### src/hdl/rtca_consts.svh
// Register offsets, field positions, reset values and timing counts of the alarm block
// Assumes inclusion by bare name from the package and the alarm module
`ifndef RTCA_CONSTS_SVH
`define RTCA_CONSTS_SVH
// Register offsets in the peripheral space
`define RTCA_OFF_ALM_MIN   4'h3
`define RTCA_OFF_ALM_HR    4'h5
`define RTCA_OFF_ALM_DAY   4'h7
`define RTCA_OFF_FORCE     4'h8
`define RTCA_OFF_OSC       4'h9
`define RTCA_OFF_CMD       4'hb
`define RTCA_OFF_WD_LO     4'hc
`define RTCA_OFF_WD_HI     4'hd
// Command register bit positions
`define RTCA_CMD_TE        7
`define RTCA_CMD_ALARM_ROUTING_SELECT      6
`define RTCA_CMD_IBHL      5
`define RTCA_CMD_PULV      4
`define RTCA_CMD_WAM       3
`define RTCA_CMD_TDM       2
`define RTCA_CMD_WAF       1
`define RTCA_CMD_TDF       0
// Mask bit of each alarm register, force bit, oscillator disable bit
`define RTCA_ALM_MASK      7
`define RTCA_FORCE_BIT     0
`define RTCA_OSC_DIS       7
// Reset values
`define RTCA_RST_ALM       8'h80
`define RTCA_RST_CMD       6'h03
`define RTCA_RST_OSC       8'h80
`define RTCA_RST_FORCE     8'h00
`define RTCA_RST_WD        8'h00
// Timing: interrupt pulse width in ms, clock rate in Hz, derived cycle count
`define RTCA_PULSE_MS      3
`define RTCA_CLK_HZ        20000000
`define RTCA_PULSE_CYC     ((`RTCA_PULSE_MS * `RTCA_CLK_HZ) / 1000)
`endif

### src/hdl/rtca_pkg.sv
// Types shared by the alarm block
// Assumes the constants header sits beside it
package rtca_pkg;
    `include "rtca_consts.svh"
    // Complete state of the alarm block
    typedef struct packed {
        logic [7:0]  alm_min;    // Minutes alarm, mask in bit 7
        logic [7:0]  alm_hr;     // Hours alarm
        logic [7:0]  alm_day;    // Days alarm
        logic [7:0]  force_r;    // Combined line force control
        logic [7:0]  osc;        // Oscillator control
        logic [5:0]  cmd;        // Command bits 7..2
        logic        wdf;        // Watchdog alarm flag
        logic        tod_alarm_flag;        // Time-of-day alarm flag
        logic [7:0]  wd_lo;      // Interval low byte
        logic [7:0]  wd_hi;      // Interval high byte
        logic [15:0] wd_cnt;     // Interval down counter
        logic        act_a_d;    // Previous primary activation
        logic        act_b_d;    // Previous secondary activation
        logic [15:0] pcnt_a;     // Primary pulse timer
        logic [15:0] pcnt_b;     // Secondary pulse timer
        logic        pri_n;      // Primary line, active low
        logic        sec;        // Secondary line level
        logic        od_oe;      // Combined line pull-down enable
        logic [7:0]  rdata;      // Read data
        logic        vcc_s1;     // Power-good sync stage 1
        logic        vcc_s2;     // Power-good sync stage 2
    } rtca_state_t;
endpackage : rtca_pkg

### src/hdl/rtca_alarm.sv
// Alarm and interrupt logic of a real-time clock: time-of-day and watchdog alarms
// Assumes time values and ticks come from timekeeping logic on sys_clk; vcc_ok is a pin

`include "rtca_consts.svh"

module rtca_alarm
    import rtca_pkg::*;
#(
    parameter int PULSE_CYCLES = `RTCA_PULSE_CYC      // Interrupt pulse width in cycles
)(
    input  wire logic       sys_clk,                // System clock, 20 MHz
    input  wire logic       srst,                   // Synchronous reset, first power-up
    input  wire logic [3:0] bus_addr,               // Register offset
    input  wire logic [7:0] bus_wdata,              // Write data
    input  wire logic       bus_wr,                 // Write strobe, one cycle
    input  wire logic       bus_rd,                 // Read strobe, one cycle
    output logic      [7:0] bus_rdata,              // Read data, valid cycle after bus_rd
    input  wire logic [6:0] cur_minutes,            // Current minutes
    input  wire logic [6:0] cur_hours,              // Current hours
    input  wire logic [6:0] cur_days,               // Current day
    input  wire logic       minute_tick,            // Pulse at each new minute
    input  wire logic       hundredth_tick,         // Pulse each 0.01 s
    input  wire logic       vcc_ok,                 // Main power present, asynchronous
    output logic            primary_alarm_line_n,   // Primary alarm line, active low
    output logic            secondary_alarm_line,   // Secondary alarm line, polarity by command
    output logic            combined_od_out,        // Combined line output value, always low
    output logic            combined_od_oe,         // Combined line pull-down enable
    output logic            time_update_enable,     // Time register updates enabled
    output logic            oscillator_run          // Timekeeping oscillator running
);

    localparam logic [15:0] PULSE_LEN = 16'(PULSE_CYCLES);

    rtca_state_t s_r;
    rtca_state_t s_nxt;

    logic       pwr;        // Synchronised main power
    logic       wr_ok;
    logic       rd_ok;
    logic       acc_wd;     // Access to an interval register
    logic       acc_tod;    // Access to an alarm register
    logic       tod_match;
    logic       tod_set;
    logic       wd_set;
    logic       osc_on;
    logic       en_tod;
    logic       en_wd;
    logic       src_a;
    logic       src_b;
    logic       act_a;
    logic       act_b;
    logic       line_a;
    logic       line_b;
    logic [15:0] wd_load;

    // Bus qualification: host accesses only land while main power is present
    // Flags set during power loss therefore survive until power returns
    assign pwr     = s_r.vcc_s2;
    assign wr_ok   = bus_wr & pwr;
    assign rd_ok   = bus_rd & pwr;
    assign acc_wd  = (wr_ok | rd_ok) &
                     (bus_addr == `RTCA_OFF_WD_LO || bus_addr == `RTCA_OFF_WD_HI);
    assign acc_tod = (wr_ok | rd_ok) & (bus_addr == `RTCA_OFF_ALM_MIN ||
                     bus_addr == `RTCA_OFF_ALM_HR || bus_addr == `RTCA_OFF_ALM_DAY);
    // oscillator runs while disable bit is zero
    assign osc_on  = ~s_r.osc[`RTCA_OSC_DIS];
    assign wd_load = {s_r.wd_hi, s_r.wd_lo};

    assign tod_match = (s_r.alm_min[`RTCA_ALM_MASK] | (s_r.alm_min[6:0] == cur_minutes)) &
                       (s_r.alm_hr[`RTCA_ALM_MASK]  | (s_r.alm_hr[6:0]  == cur_hours))   &
                       (s_r.alm_day[`RTCA_ALM_MASK] | (s_r.alm_day[6:0] == cur_days));
    // Match is judged only at the tick, so one minute sets the flag once
    // alarm evaluated regardless of main power
    assign tod_set = minute_tick & osc_on & tod_match;
    // A zero interval parks the watchdog so it never times out
    // watchdog time-out when the counter expires
    assign wd_set  = hundredth_tick & osc_on & (wd_load != 16'h0000) & (s_r.wd_cnt <= 16'h0001);

    // interrupt enables from the mask bits
    assign en_wd   = ~s_r.cmd[`RTCA_CMD_WAM - 2];
    assign en_tod  = ~s_r.cmd[`RTCA_CMD_TDM - 2];
    // routing: the secondary line carries the other alarm
    assign src_a   = s_r.cmd[`RTCA_CMD_ALARM_ROUTING_SELECT - 2] ? (s_r.tod_alarm_flag & en_tod) : (s_r.wdf & en_wd);
    assign src_b   = s_r.cmd[`RTCA_CMD_ALARM_ROUTING_SELECT - 2] ? (s_r.wdf & en_wd) : (s_r.tod_alarm_flag & en_tod);
    assign act_a   = src_a;
    assign act_b   = src_b;
    // level output follows flag and enable
    assign line_a  = s_r.cmd[`RTCA_CMD_PULV - 2] ? (s_r.pcnt_a != 16'h0000) : act_a;
    assign line_b  = s_r.cmd[`RTCA_CMD_PULV - 2] ? (s_r.pcnt_b != 16'h0000) : act_b;

    // Next-state logic
    always_comb
    begin
        s_nxt = s_r;
        // Power-good synchroniser
        s_nxt.vcc_s1 = vcc_ok;
        s_nxt.vcc_s2 = s_r.vcc_s1;

        // Register writes
        if (wr_ok)
        begin
            case (bus_addr)
                `RTCA_OFF_ALM_MIN: s_nxt.alm_min = bus_wdata;
                `RTCA_OFF_ALM_HR:  s_nxt.alm_hr  = bus_wdata;
                `RTCA_OFF_ALM_DAY: s_nxt.alm_day = bus_wdata;
                `RTCA_OFF_FORCE:   s_nxt.force_r = bus_wdata;
                `RTCA_OFF_OSC:     s_nxt.osc     = bus_wdata;
                // command write, flag bits are not writable
                `RTCA_OFF_CMD:     s_nxt.cmd     = bus_wdata[7:2];
                `RTCA_OFF_WD_LO:   s_nxt.wd_lo   = bus_wdata;
                `RTCA_OFF_WD_HI:   s_nxt.wd_hi   = bus_wdata;
                default:           s_nxt.cmd     = s_r.cmd;
            endcase
        end

        // Read data, unmapped offsets read zero
        s_nxt.rdata = s_r.rdata;
        if (rd_ok)
        begin
            case (bus_addr)
                `RTCA_OFF_ALM_MIN: s_nxt.rdata = s_r.alm_min;
                `RTCA_OFF_ALM_HR:  s_nxt.rdata = s_r.alm_hr;
                `RTCA_OFF_ALM_DAY: s_nxt.rdata = s_r.alm_day;
                `RTCA_OFF_FORCE:   s_nxt.rdata = s_r.force_r;
                `RTCA_OFF_OSC:     s_nxt.rdata = s_r.osc;
                `RTCA_OFF_CMD:     s_nxt.rdata = {s_r.cmd, s_r.wdf, s_r.tod_alarm_flag};
                `RTCA_OFF_WD_LO:   s_nxt.rdata = s_r.wd_lo;
                `RTCA_OFF_WD_HI:   s_nxt.rdata = s_r.wd_hi;
                default:           s_nxt.rdata = 8'h00;
            endcase
        end

        // Watchdog counter: reload on interval write, count on ticks
        if (wr_ok && (bus_addr == `RTCA_OFF_WD_LO || bus_addr == `RTCA_OFF_WD_HI))
        begin
            s_nxt.wd_cnt = (bus_addr == `RTCA_OFF_WD_LO) ? {s_r.wd_hi, bus_wdata}
                                                          : {bus_wdata, s_r.wd_lo};
        end
        else if (wd_set)
        begin
            s_nxt.wd_cnt = wd_load;
        end
        else if (hundredth_tick && osc_on && wd_load != 16'h0000)
        begin
            s_nxt.wd_cnt = s_r.wd_cnt - 16'h0001;
        end

        // watchdog flag, a time-out wins over a clearing access
        // flags change only by events and accesses
        if (wd_set)
            s_nxt.wdf = 1'b1;
        else if (acc_wd)
            s_nxt.wdf = 1'b0;

        // time-of-day flag, a match wins over a clearing access
        if (tod_set)
            s_nxt.tod_alarm_flag = 1'b1;
        else if (acc_tod)
            s_nxt.tod_alarm_flag = 1'b0;

        // A standing flag gives one pulse, not a train
        // pulse timers start on a new activation
        s_nxt.act_a_d = act_a;
        s_nxt.act_b_d = act_b;
        if (act_a && !s_r.act_a_d)
            s_nxt.pcnt_a = PULSE_LEN;
        else if (s_r.pcnt_a != 16'h0000)
            s_nxt.pcnt_a = s_r.pcnt_a - 16'h0001;
        if (act_b && !s_r.act_b_d)
            s_nxt.pcnt_b = PULSE_LEN;
        else if (s_r.pcnt_b != 16'h0000)
            s_nxt.pcnt_b = s_r.pcnt_b - 16'h0001;

        s_nxt.pri_n = ~line_a;
        s_nxt.sec   = s_r.cmd[`RTCA_CMD_IBHL - 2] ? line_b : ~line_b;
        // combined line tracks primary or force bit
        s_nxt.od_oe = line_a | s_r.force_r[`RTCA_FORCE_BIT];
    end

    // State register
    always_ff @(posedge sys_clk)
    begin
        if (srst)
        begin
            // first power-up: state taken to a defined value
            s_r         <= '0;
            s_r.alm_min <= `RTCA_RST_ALM;
            s_r.alm_hr  <= `RTCA_RST_ALM;
            s_r.alm_day <= `RTCA_RST_ALM;
            s_r.force_r <= `RTCA_RST_FORCE;
            s_r.osc     <= `RTCA_RST_OSC;
            s_r.cmd     <= `RTCA_RST_CMD;
            s_r.wd_lo   <= `RTCA_RST_WD;
            s_r.wd_hi   <= `RTCA_RST_WD;
            s_r.pri_n   <= 1'b1;
            s_r.sec     <= 1'b1;
        end
        else
        begin
            s_r <= s_nxt;
        end
    end

    // Outputs straight from the state register, except the combined line value, which is tied low
    assign bus_rdata            = s_r.rdata;
    assign primary_alarm_line_n = s_r.pri_n;
    assign secondary_alarm_line = s_r.sec;
    assign combined_od_out      = 1'b0;
    assign combined_od_oe       = s_r.od_oe;
    assign time_update_enable   = s_r.cmd[`RTCA_CMD_TE - 2];
    assign oscillator_run       = ~s_r.osc[`RTCA_OSC_DIS];
endmodule : rtca_alarm

### config.mk
export PLATFORM = sky130hd
export DESIGN_NAME = rtca_alarm
export DESIGN_NICKNAME = d
export VERILOG_FILES = /design/src/hdl/rtca_pkg.sv /design/src/hdl/rtca_alarm.sv
export VERILOG_INCLUDE_DIRS = /design/src /design/src/hdl
export SDC_FILE = /design/constraint.sdc
export NUM_CORES = 1
export LEC_CHECK = 0
export BUFFER_PORTS_ARGS = -buffer_cell sky130_fd_sc_hd__buf_2
export CAP_MARGIN = 20
export CORE_ASPECT_RATIO = 1.75
export CORE_MARGIN = 5
export CORE_UTILIZATION = 60
export CTS_BUF_LIST = sky130_fd_sc_hd__clkbuf_16
export DETAILED_ROUTE_END_ITERATION = 16
export HOLD_SLACK_MARGIN = 0.08
export MAX_ROUTING_LAYER = met4
export PLACE_DENSITY_LB_ADDON = 0.3
export SLEW_MARGIN = 20
export SYNTH_ARGS = -nofsm -noshare
export SYNTH_HDL_FRONTEND = slang
export SYNTH_SLANG_ARGS = --single-unit
### constraint.sdc
create_clock -name sys_clk -period 3.3 [get_ports sys_clk]
set_input_delay 0.165 -clock sys_clk [delete_from_list [all_inputs] [get_ports sys_clk]]
set_output_delay 0.165 -clock sys_clk [all_outputs]
set_load 0.01 [all_outputs]
==> key figures, run 1 <==
Global routing
  • First-pass GRT wire length: between 30000 and 40000 um
  • Total grt overflow: 0
  • Largest net degree at the start of global routing: 69
  • Initial antenna violation count: 0
  • Total GRT Usage: 29.34%
  • Vias in the first global route: approximately 6000

Cells and area
  • Share of layout cells above drive strength 1: roughly 15%
  • Syn-to-layout area delta: 12.71%
  • Layout Cells excl Fill: a little over 900
  • Fin nets: a little over 800
  • Final core utilization: about two thirds
  • Antenna diodes: 0

Clocking
  • Number of buffers created by CTS: 17
  • Clk sinks: between 100 and 150
  • Clk slew on worst S/H paths: ~60 ps
  • CTS tree: built
  • Root Buffer Master: clkbuf_16
  • Clk_lat worst skew: 420 ps
  • H-tree lvl count: 4
  • CTS resizes: 0
  • Clock Path Buffers: 2

Placement
  • Placed cell count: between 800 and 900
  • IO Port Bufs: 52
  • RD Place Congestion: between 1 and 1.5
  • Hpwl dp: 13390 um

Yosys
  • YS warnings: 0
  • Syn Area/Cell: 8.727 um^2
  • Synthesized area: about 0.0067 mm^2
  • Async set-reset flop share out of synthesis: 0%
  • Seq/Total Area, Yosys: a little under two fifths
  • Post-synth net total: 809
  • #FFs+latches synth: around 130
  • Number of flops mapped to enable cells by yosys: 0
  • Synth unique cells: ~70
  • Most used DFF post-synth: dfxtp_1
  • Cells after Synth: 765

Worst setup path
  • Crit path required time: 3570 ps
  • Critical-path top delay cell: or4_1
  • Worst R2R Start: s_r[29]
  • CP endpoint kind: register
  • Worst R2R Path Depth: 7
  • RR Endpoint: s_r[42]
  • WP data arrival: between 2000 and 3000 ps
  • Worst Path Max Fanout: 16
  • CP peak stage delay: around 700 ps
  • Crit-path cells: inv_1, ha_1, or4b_2, or4_1, nand4b_1, xor2_1, a21oi_1
  • Critical path class: register to register
  • Worst setup SP type: register
  • R2R Setup Slk: about 600 ps

Floorplanning
  • Initial Util: roughly three fifths
  • Die Area: ~0.013 mm^2
  • Die height: 149.5 um
  • Core Region: 0.01104 mm^2
  • Num rows: just over 50
  • DIE WIDTH: approximately 90 um
  • # IOs: between 50 and 60

Min path
  • Worst hold start: minute_tick
  • Hold Path Class: input pin to register
  • Hold Path Stages: 3
  • Hold EP: s_r[79]

STA
  • Final max-slew violation count: 0
  • Normalized max-slew margin: between 30 and 40%
  • RSZ-0062 raised after global routing: no
  • Final hold violations: 0
  • Smallest hold slack: between 100 and 150 ps
  • Tmin final: ~2700 ps
  • Clk_skew: slightly above 9 ps
  • F_max: 0.3708 GHz
  • Fin Setup TNS: 0 ps
  • Worst-Margin Slew: roughly 900 ps
  • Fin crit share: between 80% and 90%
  • Final setup viols: 0

Flow run
  • Max_cap viols: 0

Power and ir drop
  • Power density cells: about 660 mW/mm^2
  • Leakage: around 0.003 uW
  • Worst vdd ir: approximately 0.59 mV

Outcome
  • Status: complete, no violations

Route
  • DRT antenna net count: 0
  • Drt total wl: approximately 19000 um
  • DRC Markers: 0
  • Avg WL per Cell: between 20 and 25 um
  • TritonRoute pass-1 iters: 5
  • Vias: 6070
  • Initial DRC Count: ~500
  • Via/cell ratio: 6.513
## area by class of cell
| class | instances | area (um^2) |
|---|---|---|
| fillers | 923 | 3515 |
| clock inverters | 15 | 183.9 |
| clock buffers | 17 | 425.4 |
| inverters | 14 | 52.55 |
| flip-flops and latches | 127 | 2542 |
| multi-input cells | 563 | 3802 |
| repair buffers | 64 | 352.8 |
| well taps | 132 | 165.2 |
## state kept, by name, summed over array words and instances, names as in the netlist
name / flops
bus_rdata: 8
combined_od_oe: 1
primary_alarm_line_n: 1
pwr: 1
s_nxt: 1
s_r: 113
secondary_alarm_line: 1
time_update_enable: 1
## metrics by stage
step / cell area (um^2) / power [uW] / setup WS [ps]
6_report: 7525 / 4956 / 603.1
5_1_grt: 7525 / 5191 / 404.4
3_5_place_dp: 6905 / 3012 / 646.9
4_1_cts: 7525 / 4945 / 630.4
2_1_floorplan: 6676 / 2761 / 890.7
3_3_place_gp: 6905 / 2930 / 758.1
## cell usage after synthesis, drive strengths merged (18+ instances only)
master	instances	area (um^2)
nor2	104	395.4
nand2	41	153.9
nor3	19	95.09
o21ai	28	140.1
clkbuf	39	146.4
mux2i	76	760.7
a21oi	31	158.9
xnor2	19	166.4
dfxtp	127	2542
xor2	29	254.0
nand3	18	90.09
buf	22	132.6
## worst max-delay path: cells and delay by family, from the launching register on
kind / cells / cell delay, ps
adders and majority gates: 1 / 350
DFF: 1 / 330
and+or+nand+nor: 3 / 1560
AOI/OAI and AO/OA: 1 / 80
buffers and inverters: 1 / 60
xor gates and xnor gates: 1 / 160
## how the worst max path moves through the flow
stage | start | to | cells after the start
6_report | s_r[29] | s_r[42] | 7
5_1_grt | s_r[29] | s_r[38] | 7
4_1_cts | s_r[29] | s_r[42] | 7
3_5_place_dp | s_r[29] | s_r[40] | 7
3_3_place_gp | s_r[29] | s_r[34] | 7
2_1_floorplan | s_r[29] | s_r[39] | 10
## placed cells by master (no fill, tap or decap), types with 8 or more instances in the layout
cell type / Yosys / layout
nor4_1: 10 / 10
nand4_1: 15 / 15
or4_1: 11 / 11
nand3_1: 18 / 18
nor2b_1: 10 / 10
buf_4: 9 / 11
inv_1: 14 / 14
dfxtp_1: 127 / 127
xor2_1: 29 / 29
nand2_1: 41 / 41
clkbuf_16: 0 / 17
a21oi_1: 30 / 30
xnor2_1: 19 / 19
a31oi_1: 9 / 9
or3_1: 10 / 10
a22oi_1: 10 / 10
o211ai_1: 8 / 8
a211oi_1: 8 / 8
mux2i_1: 76 / 76
nor2_1: 102 / 102
buf_2: 7 / 52
nor3_1: 19 / 19
o21ai_0: 28 / 28
## layer usage
metal	track usage [%]	share of wire, %	vias up
met5	-	0	-
met4	21.56	6.9	0
met3	5.885	5.0	99
met2	50.07	51	276
met1	29.46	38	2880
li1	-	-	2815
## cells by family after synthesis
family,Yosys count,synth area share [%]
compound gates,144,15.12
xor+xnor,48,6.297
fa+ha+maj,4,0.7497
buf+inv,75,4.966
flops,127,38.08
mux,85,13.25
other cells,1,0.05617
simple gates,281,21.48
## report_power, final
part           switching [uW]  total (uW)  internal (uW)  leakage (uW)
registers                 154        1850           1690       0.00103
clock network             742        1940           1200      0.000302
logic                     687        1170            478       0.00159
## repair_timing
action / CTS / global route
hold buffers: 1 / 0
endpoints found under the setup margin: 0 / 0
endpoints found under the hold margin: 1 / 0
setup buffers: 0 / 0
Note: power is estimated with default switching activity, not from simulation.
==> run 2, diff against run 1 <==
Settings changed: CORE_UTILIZATION 60 to 54.
Clock period 3.3 ns to 2.2 ns, I/O delays scaled along.
==> run 2 against run 1 <==
  * The flow now finishes with violations (setup timing)
  * Fmax grew 22%
  * Combinational power grew 80%
  * Clock skew grew 1.3 ps
  * Global-route usage is essentially flat
  * Sequential cell count is the same
  * Sequential share of layout area shrank 2.9 points
==> key figures, run 2 (synthesis gave the netlist of run 1 again) <==
Outcome
  • Status: finished, violations left
  • Failing checks: setup timing

Worst setup path
  • Worst Path Max Fanout: 3 (-13)
  • Critical path class: register to register
  • CP endpoint kind: register
  • Crit path required time: 2550 ps (-1020 ps)
  • Worst setup SP type: register
  • WP data arrival: 2570 ps (-400 ps)

Power and ir drop
  • Worst vdd ir: 0.5988 mV (+0.85%)
  • Internal Pwr Total: 5235 uW (+55%)
  • Leakage: 0.003273 uW (+12%)
  • Clock power frac: 36.4% (-2.8 points)
  • Total power: 7677 uW (+55%)
  • Power density cells: 933.0 mW/mm^2 (+42%)
  • Sw Share: 31.81% (-0.14 points)
  • Combinational power share: 27.5% (+4.0 points)
  • Psw: 2442 uW (+54%)
  • Reg power frac: 36.1% (-1.2 points)

STA
  • Fin crit share: 100.8% (+19 points)
  • Final setup viols: 1 (+1)
  • F_max: 0.4507 GHz (+22%)
  • Final setup margin: -18.54 ps (-621.6 ps)
  • Tmin final: 2219 ps (-478.4 ps)
  • Clk_skew: 10.49 ps (+1.323 ps)
  • Final hold violations: 0 (unchanged)
  • RSZ-0062 raised after global routing: yes
  • Final max-slew violation count: 0 (unchanged)
  • Normalized max-slew margin: 48.35% (+9.0 points)
  • Worst-Margin Slew: 773.9 ps (-136.3 ps)
  • Smallest hold slack: 111.7 ps (+0.1130 ps)

Route
  • TritonRoute pass-1 iters: 8 (+3)
  • DRC Markers: 0 (unchanged)
  • Via/cell ratio: 6.082 (-6.6%)
  • Drt total wl: 20790 um (+9.4%)
  • DRT antenna net count: 0 (unchanged)
  • Initial DRC Count: 417 (-15%)
  • Avg WL per Cell: 19.99 um (-2.0%)
  • Vias: 6325 (+4.2%)

Placement
  • Placed cell count: 996 (+11%)
  • RD Place Congestion: 0.9976 (-4.7%)
  • Placed cell area: 0.007458 mm^2 (+8.0%)
  • Hpwl dp: 14980 um (+12%)
  • IO Port Bufs: 52 (unchanged)
  • Dpl ws: -111.4 ps (-758.3 ps)

Cells and area
  • Reg with most FFs: s_r
  • Finished Cell Area: 0.008228 mm^2 (+9.3%)
  • Most frequent cells in the layout: dfxtp_1 (125), nor2_1 (102), buf_4 (80)
  • Fin nets: 904 (+8.8%)
  • Share of layout cells above drive strength 1: 24.51% (+9.4 points)
  • Commonest non-fill, non-tap cell in the layout: dfxtp_1
  • Layout Cells excl Fill: 1040 (+12%)
  • Syn-to-layout area delta: 23.24%
  • Max reg flops: 113 (unchanged)

Floorplanning
  • DIE WIDTH: 94.06 um (+4.8%)
  • Core Region: 0.01207 mm^2 (+9.3%)
  • Die Area: 0.01478 mm^2 (+10%)
  • # IOs: 54 (unchanged)
  • Initial Util: 55.32% (-5.2 points)
  • Num rows: 53 (+3.9%)
  • Die height: 157.1 um (+5.0%)

Clocking
  • Clk sinks: 127 (unchanged)
  • Clock Path Buffers: 2 (unchanged)
  • Clk slew on worst S/H paths: 60 ps (about the same)
  • Clk_lat worst skew: 410 ps (about the same)
  • CTS tree: built
  • Root Buffer Master: clkbuf_16
  • H-tree lvl count: 4 (unchanged)
  • Number of buffers created by CTS: 17 (unchanged)

Global routing
  • Total grt overflow: 0 (unchanged)
  • Initial antenna violation count: 1 (+1)
  • Met1 usage: 31.93% (+2.5 points)
  • First-pass GRT wire length: 32710 um (+6.4%)
  • Vias in the first global route: 6322 (+3.6%)
  • Total GRT Usage: 29.33% (about the same)
  • Largest net degree at the start of global routing: 95 (+38%)
  • GRT busiest layer: met2
  • GR Layer Usage met3: 4.782% (-1.1 points)
  • Met2 usage: 50.29% (+0.21 points)

Min path
  • Hold Path Class: input pin to register

Flow run
  • Max_cap viols: 0 (unchanged)
-- run 2: cell count changes in the layout (fill, tap and decap cells not counted), sizes merged --
cell / previous run / this run
buf: 63 / 135
clkinv: 6 / 8
diode: 0 / 2
inv: 19 / 17
bufinv: 3 / 2
clkinvlp: 1 / 2
dlygate4sd3: 1 / 2
-- run 2: critical path: stages, from the launching register on --
cell,delay (ps)
dfxtp_1,310
or4_4,540
or4_4,440
or3_4,360
buf_6,130
a211o_1,260
a21oi_2,120
-- run 2: power by group through the flow --
stage          clock [uW]  sequential (uW)  combinational [uW]
2_1_floorplan           0             2760                1480
3_3_place_gp            0             2790                1880
3_5_place_dp            0             2810                1980
4_1_cts              2810             2760                2030
5_1_grt              2910             2800                2340
6_report             2790             2770                2110
-- run 2: layout make-up --
cell class                      instances  area (um^2)
Antenna cell                            2        5.005
Clock buffer                           17        425.4
Clock inverter                         15        162.7
Fill cell                            1018         3841
Inverter                               14        52.55
Multi-Input combinational cell        563         3908
Sequential cell                       127         2545
Tap cell                              165        206.4
Timing Repair Buffer                  137        923.4
-- run 2: stage by stage --
stage / setup TNS (ps) / utilization (%)
floorplan: -11.67 / -
global placement: -224.8 / 61.80
detailed placement: -1197 / 61.80
CTS: -10.58 / 67.19
global route: -160.9 / 68.15
finish: -18.54 / 68.17
-- run 2: routing by layer --
| metal | wire [um] | share of wire, % |
|---|---|---|
| met1 | 7875 | 38 |
| met2 | 10620 | 51 |
| met3 | 1226 | 5.9 |
| met4 | 1065 | 5.1 |
| met5 | 0 | 0 |
-- run 2: final timing paths --
path,start,endpoint,slack (ps),cells after the start
hold / removal,bus_wdata[7],time_update_enable,110,3
setup / recovery,s_r[61],s_r[62],-20,6
hold reg to reg,bus_rdata[0],bus_rdata[0],450,2
setup reg to reg,s_r[61],s_r[62],-20,6
-- run 2: timing repair --
| action | 4_1_cts | 5_1_grt |
|---|---|---|
| hold buffers | 2 | 0 |
| hold endpoints to repair | 2 | 0 |
| setup endpoints to repair | 33 | 18 |
| buffers inserted | 0 | 8 |
| pin swaps | 3 | 15 |
| gates resized for setup | 11 | 11 |
==> run 3, diff against run 2 <==
Settings changed: CORE_UTILIZATION 54 to 56, CTS_BUF_LIST sky130_fd_sc_hd__clkbuf_16 to sky130_fd_sc_hd__clkbuf_4.
==> run 3 against run 2 <==
  * The run still ends with setup timing left
  * Cell area fell by 2.7%
  * Sequential share of layout area is 0.88 points higher
  * Non-clock buffer count fell by 2
  * Utilization increased by 0.55 points
  * First-iteration DRC count rose by 58%
  * Sequential cell count unchanged
  * Global-route usage increased by 0.066 points
  * Power down 11%
  * Critical endpoint unchanged
==> key figures, run 3 (synthesis gave the netlist of run 1 again) <==
Power and ir drop
  • Internal Pwr Total: 4533 uW (-13%)
  • Psw: 2289 uW (-6.3%)
  • Combinational power share: 32.6% (+5.1 points)
  • Total power: 6822 uW (-11%)
  • Sw Share: 33.55% (+1.7 points)
  • Worst vdd ir: 0.3872 mV (-35%)
  • Leakage: 0.003161 uW (-3.4%)
  • Power density cells: 852.3 mW/mm^2 (-8.7%)
  • Clock power frac: 26.9% (-9.5 points)
  • Reg power frac: 40.5% (+4.4 points)

Clocking
  • Clk sinks: 127 (unchanged)
  • Clock Path Buffers: 2 (unchanged)
  • Number of buffers created by CTS: 17 (unchanged)
  • CTS tree: built
  • Root Buffer Master: clkbuf_4
  • H-tree lvl count: 4 (unchanged)
  • Clk_lat worst skew: 540 ps (+130 ps)
  • Clk slew on worst S/H paths: 120 ps (+60 ps)

Worst setup path
  • Worst setup SP type: register
  • Worst Path Max Fanout: 8 (+5)
  • CP endpoint kind: register
  • Critical path class: register to register
  • Crit path required time: 2670 ps (+120 ps)
  • WP data arrival: 2750 ps (+180 ps)

Route
  • Initial DRC Count: 660 (+58%)
  • TritonRoute pass-1 iters: 6 (-2)
  • Vias: 6381 (+0.89%)
  • Via/cell ratio: 6.324 (+4.0%)
  • Drt total wl: 20560 um (-1.1%)
  • Avg WL per Cell: 20.38 um (+2.0%)
  • DRC Markers: 0 (unchanged)
  • DRT antenna net count: 0 (unchanged)

Outcome
  • Failing checks: setup timing
  • Status: finished, violations left

Placement
  • Dpl ws: -181.2 ps (-69.80 ps)
  • Hpwl dp: 14560 um (-2.8%)
  • IO Port Bufs: 52 (unchanged)
  • RD Place Congestion: 0.9833 (-1.4%)

Global routing
  • Total GRT Usage: 29.39% (+0.066 points)
  • Initial antenna violation count: 2 (+1)
  • Total grt overflow: 0 (unchanged)
  • Largest net degree at the start of global routing: 95 (unchanged)
  • Vias in the first global route: 6410 (+1.4%)
  • First-pass GRT wire length: 32260 um (-1.4%)

Floorplanning
  • # IOs: 54 (unchanged)
  • Initial Util: 57.33% (+2.0 points)
  • Core Region: 0.01165 mm^2 (-3.5%)
  • Die Area: 0.01429 mm^2 (-3.3%)
  • Die height: 154.4 um (-1.7%)
  • Num rows: 52 (-1.9%)
  • DIE WIDTH: 92.54 um (-1.6%)

STA
  • Worst-Margin Slew: 1027 ps (+253.5 ps)
  • Final hold violations: 0 (unchanged)
  • Normalized max-slew margin: 31.51% (-17 points)
  • Smallest hold slack: 131.2 ps (+19.52 ps)
  • Final setup margin: -73.38 ps (-54.84 ps)
  • RSZ-0062 raised after global routing: yes
  • Clk_skew: 16.29 ps (+5.799 ps)
  • F_max: 0.4399 GHz (-2.4%)
  • Final setup viols: 8 (+7)
  • Tmin final: 2273 ps (+54.84 ps)
  • Fin crit share: 103.3% (+2.5 points)
  • Final max-slew violation count: 0 (unchanged)

Cells and area
  • Share of layout cells above drive strength 1: 24.23% (-0.29 points)
  • Commonest non-fill, non-tap cell in the layout: dfxtp_1
  • Max reg flops: 113 (unchanged)
  • FF/Latch Area: 0.002546 mm^2 (about the same)
  • Most frequent cells in the layout: dfxtp_1 (124), nor2_1 (102), mux2i_1 (76)
  • Syn-to-layout area delta: 19.88%
  • Fillers: 937 (-8.0%)
  • Reg with most FFs: s_r
  • Fin nets: 902 (-0.22%)
  • Multi-input gate area: 0.003959 mm^2 (+1.3%)

Min path
  • Hold Path Class: input pin to register

Flow run
  • Max_cap viols: 0 (unchanged)
==> run 3: cell types whose count changed in the layout (fill, tap and decap cells not counted), sizes merged <==
| cell | delta |
|---|---|
| clkinv | -2 |
| inv | -3 |
| clkbuf | +5 |
| clkinvlp | -1 |
| buf | -12 |
| diode | +1 |
| dlygate4sd3 | +9 |
| bufinv | +2 |
==> run 3: through the flow <==
step	instances	instance area (um^2)	utilization (%)	TNS, ps
final	1009	8004	68.73	-314.5
after detailed placement	959	7356	63.16	-1572
after floorplan	765	6721	-	-11.67
after global placement	959	7356	63.16	-1127
after global routing	1008	8001	68.70	-1213
after CTS	1002	7849	67.39	-151.4
==> run 3: worst max-delay path, cell delays in order, from the launching register on <==
cell     delay (ps)
dfxtp_2         340
or4_4           540
or4_4           440
or3_4           460
a211o_1         300
a21oi_2         130
==> run 3: power by group through the flow <==
stage | logic (uW) | registers, uW | clock network [uW]
after floorplan | 1480 | 2760 | 0
after global placement | 1870 | 2790 | 0
after detailed placement | 1970 | 2800 | 0
after CTS | 2040 | 2750 | 1850
after global routing | 2420 | 2790 | 1930
final | 2230 | 2760 | 1830
==> run 3: worst paths after layout <==
path | cells past startpoint | start | end | slack [ps]
min | 4 | bus_wr | s_r[118] | 130
max | 5 | s_r[61] | s_r[62] | -70
max reg2reg | 5 | s_r[61] | s_r[62] | -70
min reg2reg | 1 | s_nxt[0] | pwr | 480
==> run 3: metal layers <==
| layer | GRT usage (%) | routed length (um) | vias to the layer above |
|---|---|---|---|
| li1 | - | - | 2955 |
| met1 | 31.51 | 7814 | 3057 |
| met2 | 50.76 | 10630 | 294 |
| met3 | 5.639 | 1109 | 75 |
| met4 | 15.38 | 1003 | 0 |
| met5 | - | 0 | - |
==> run 3: cell type report <==
type	instances	share of cell area, %
inverters	14	0.6566
well taps	135	2.110
flip-flops and latches	127	31.81
repair buffers	135	11.83
diodes	3	0.09379
multi-input cells	563	49.46
clock buffers	21	1.970
clock inverters	11	2.063
==> run 3: what timing repair did <==
item,in CTS,in global routing
gates resized for setup,15,21
endpoints found under the setup margin,19,23
buffers inserted,0,3
gates cloned,0,1
hold buffers,11,0
hold endpoints to repair,69,0
pin swaps,5,22
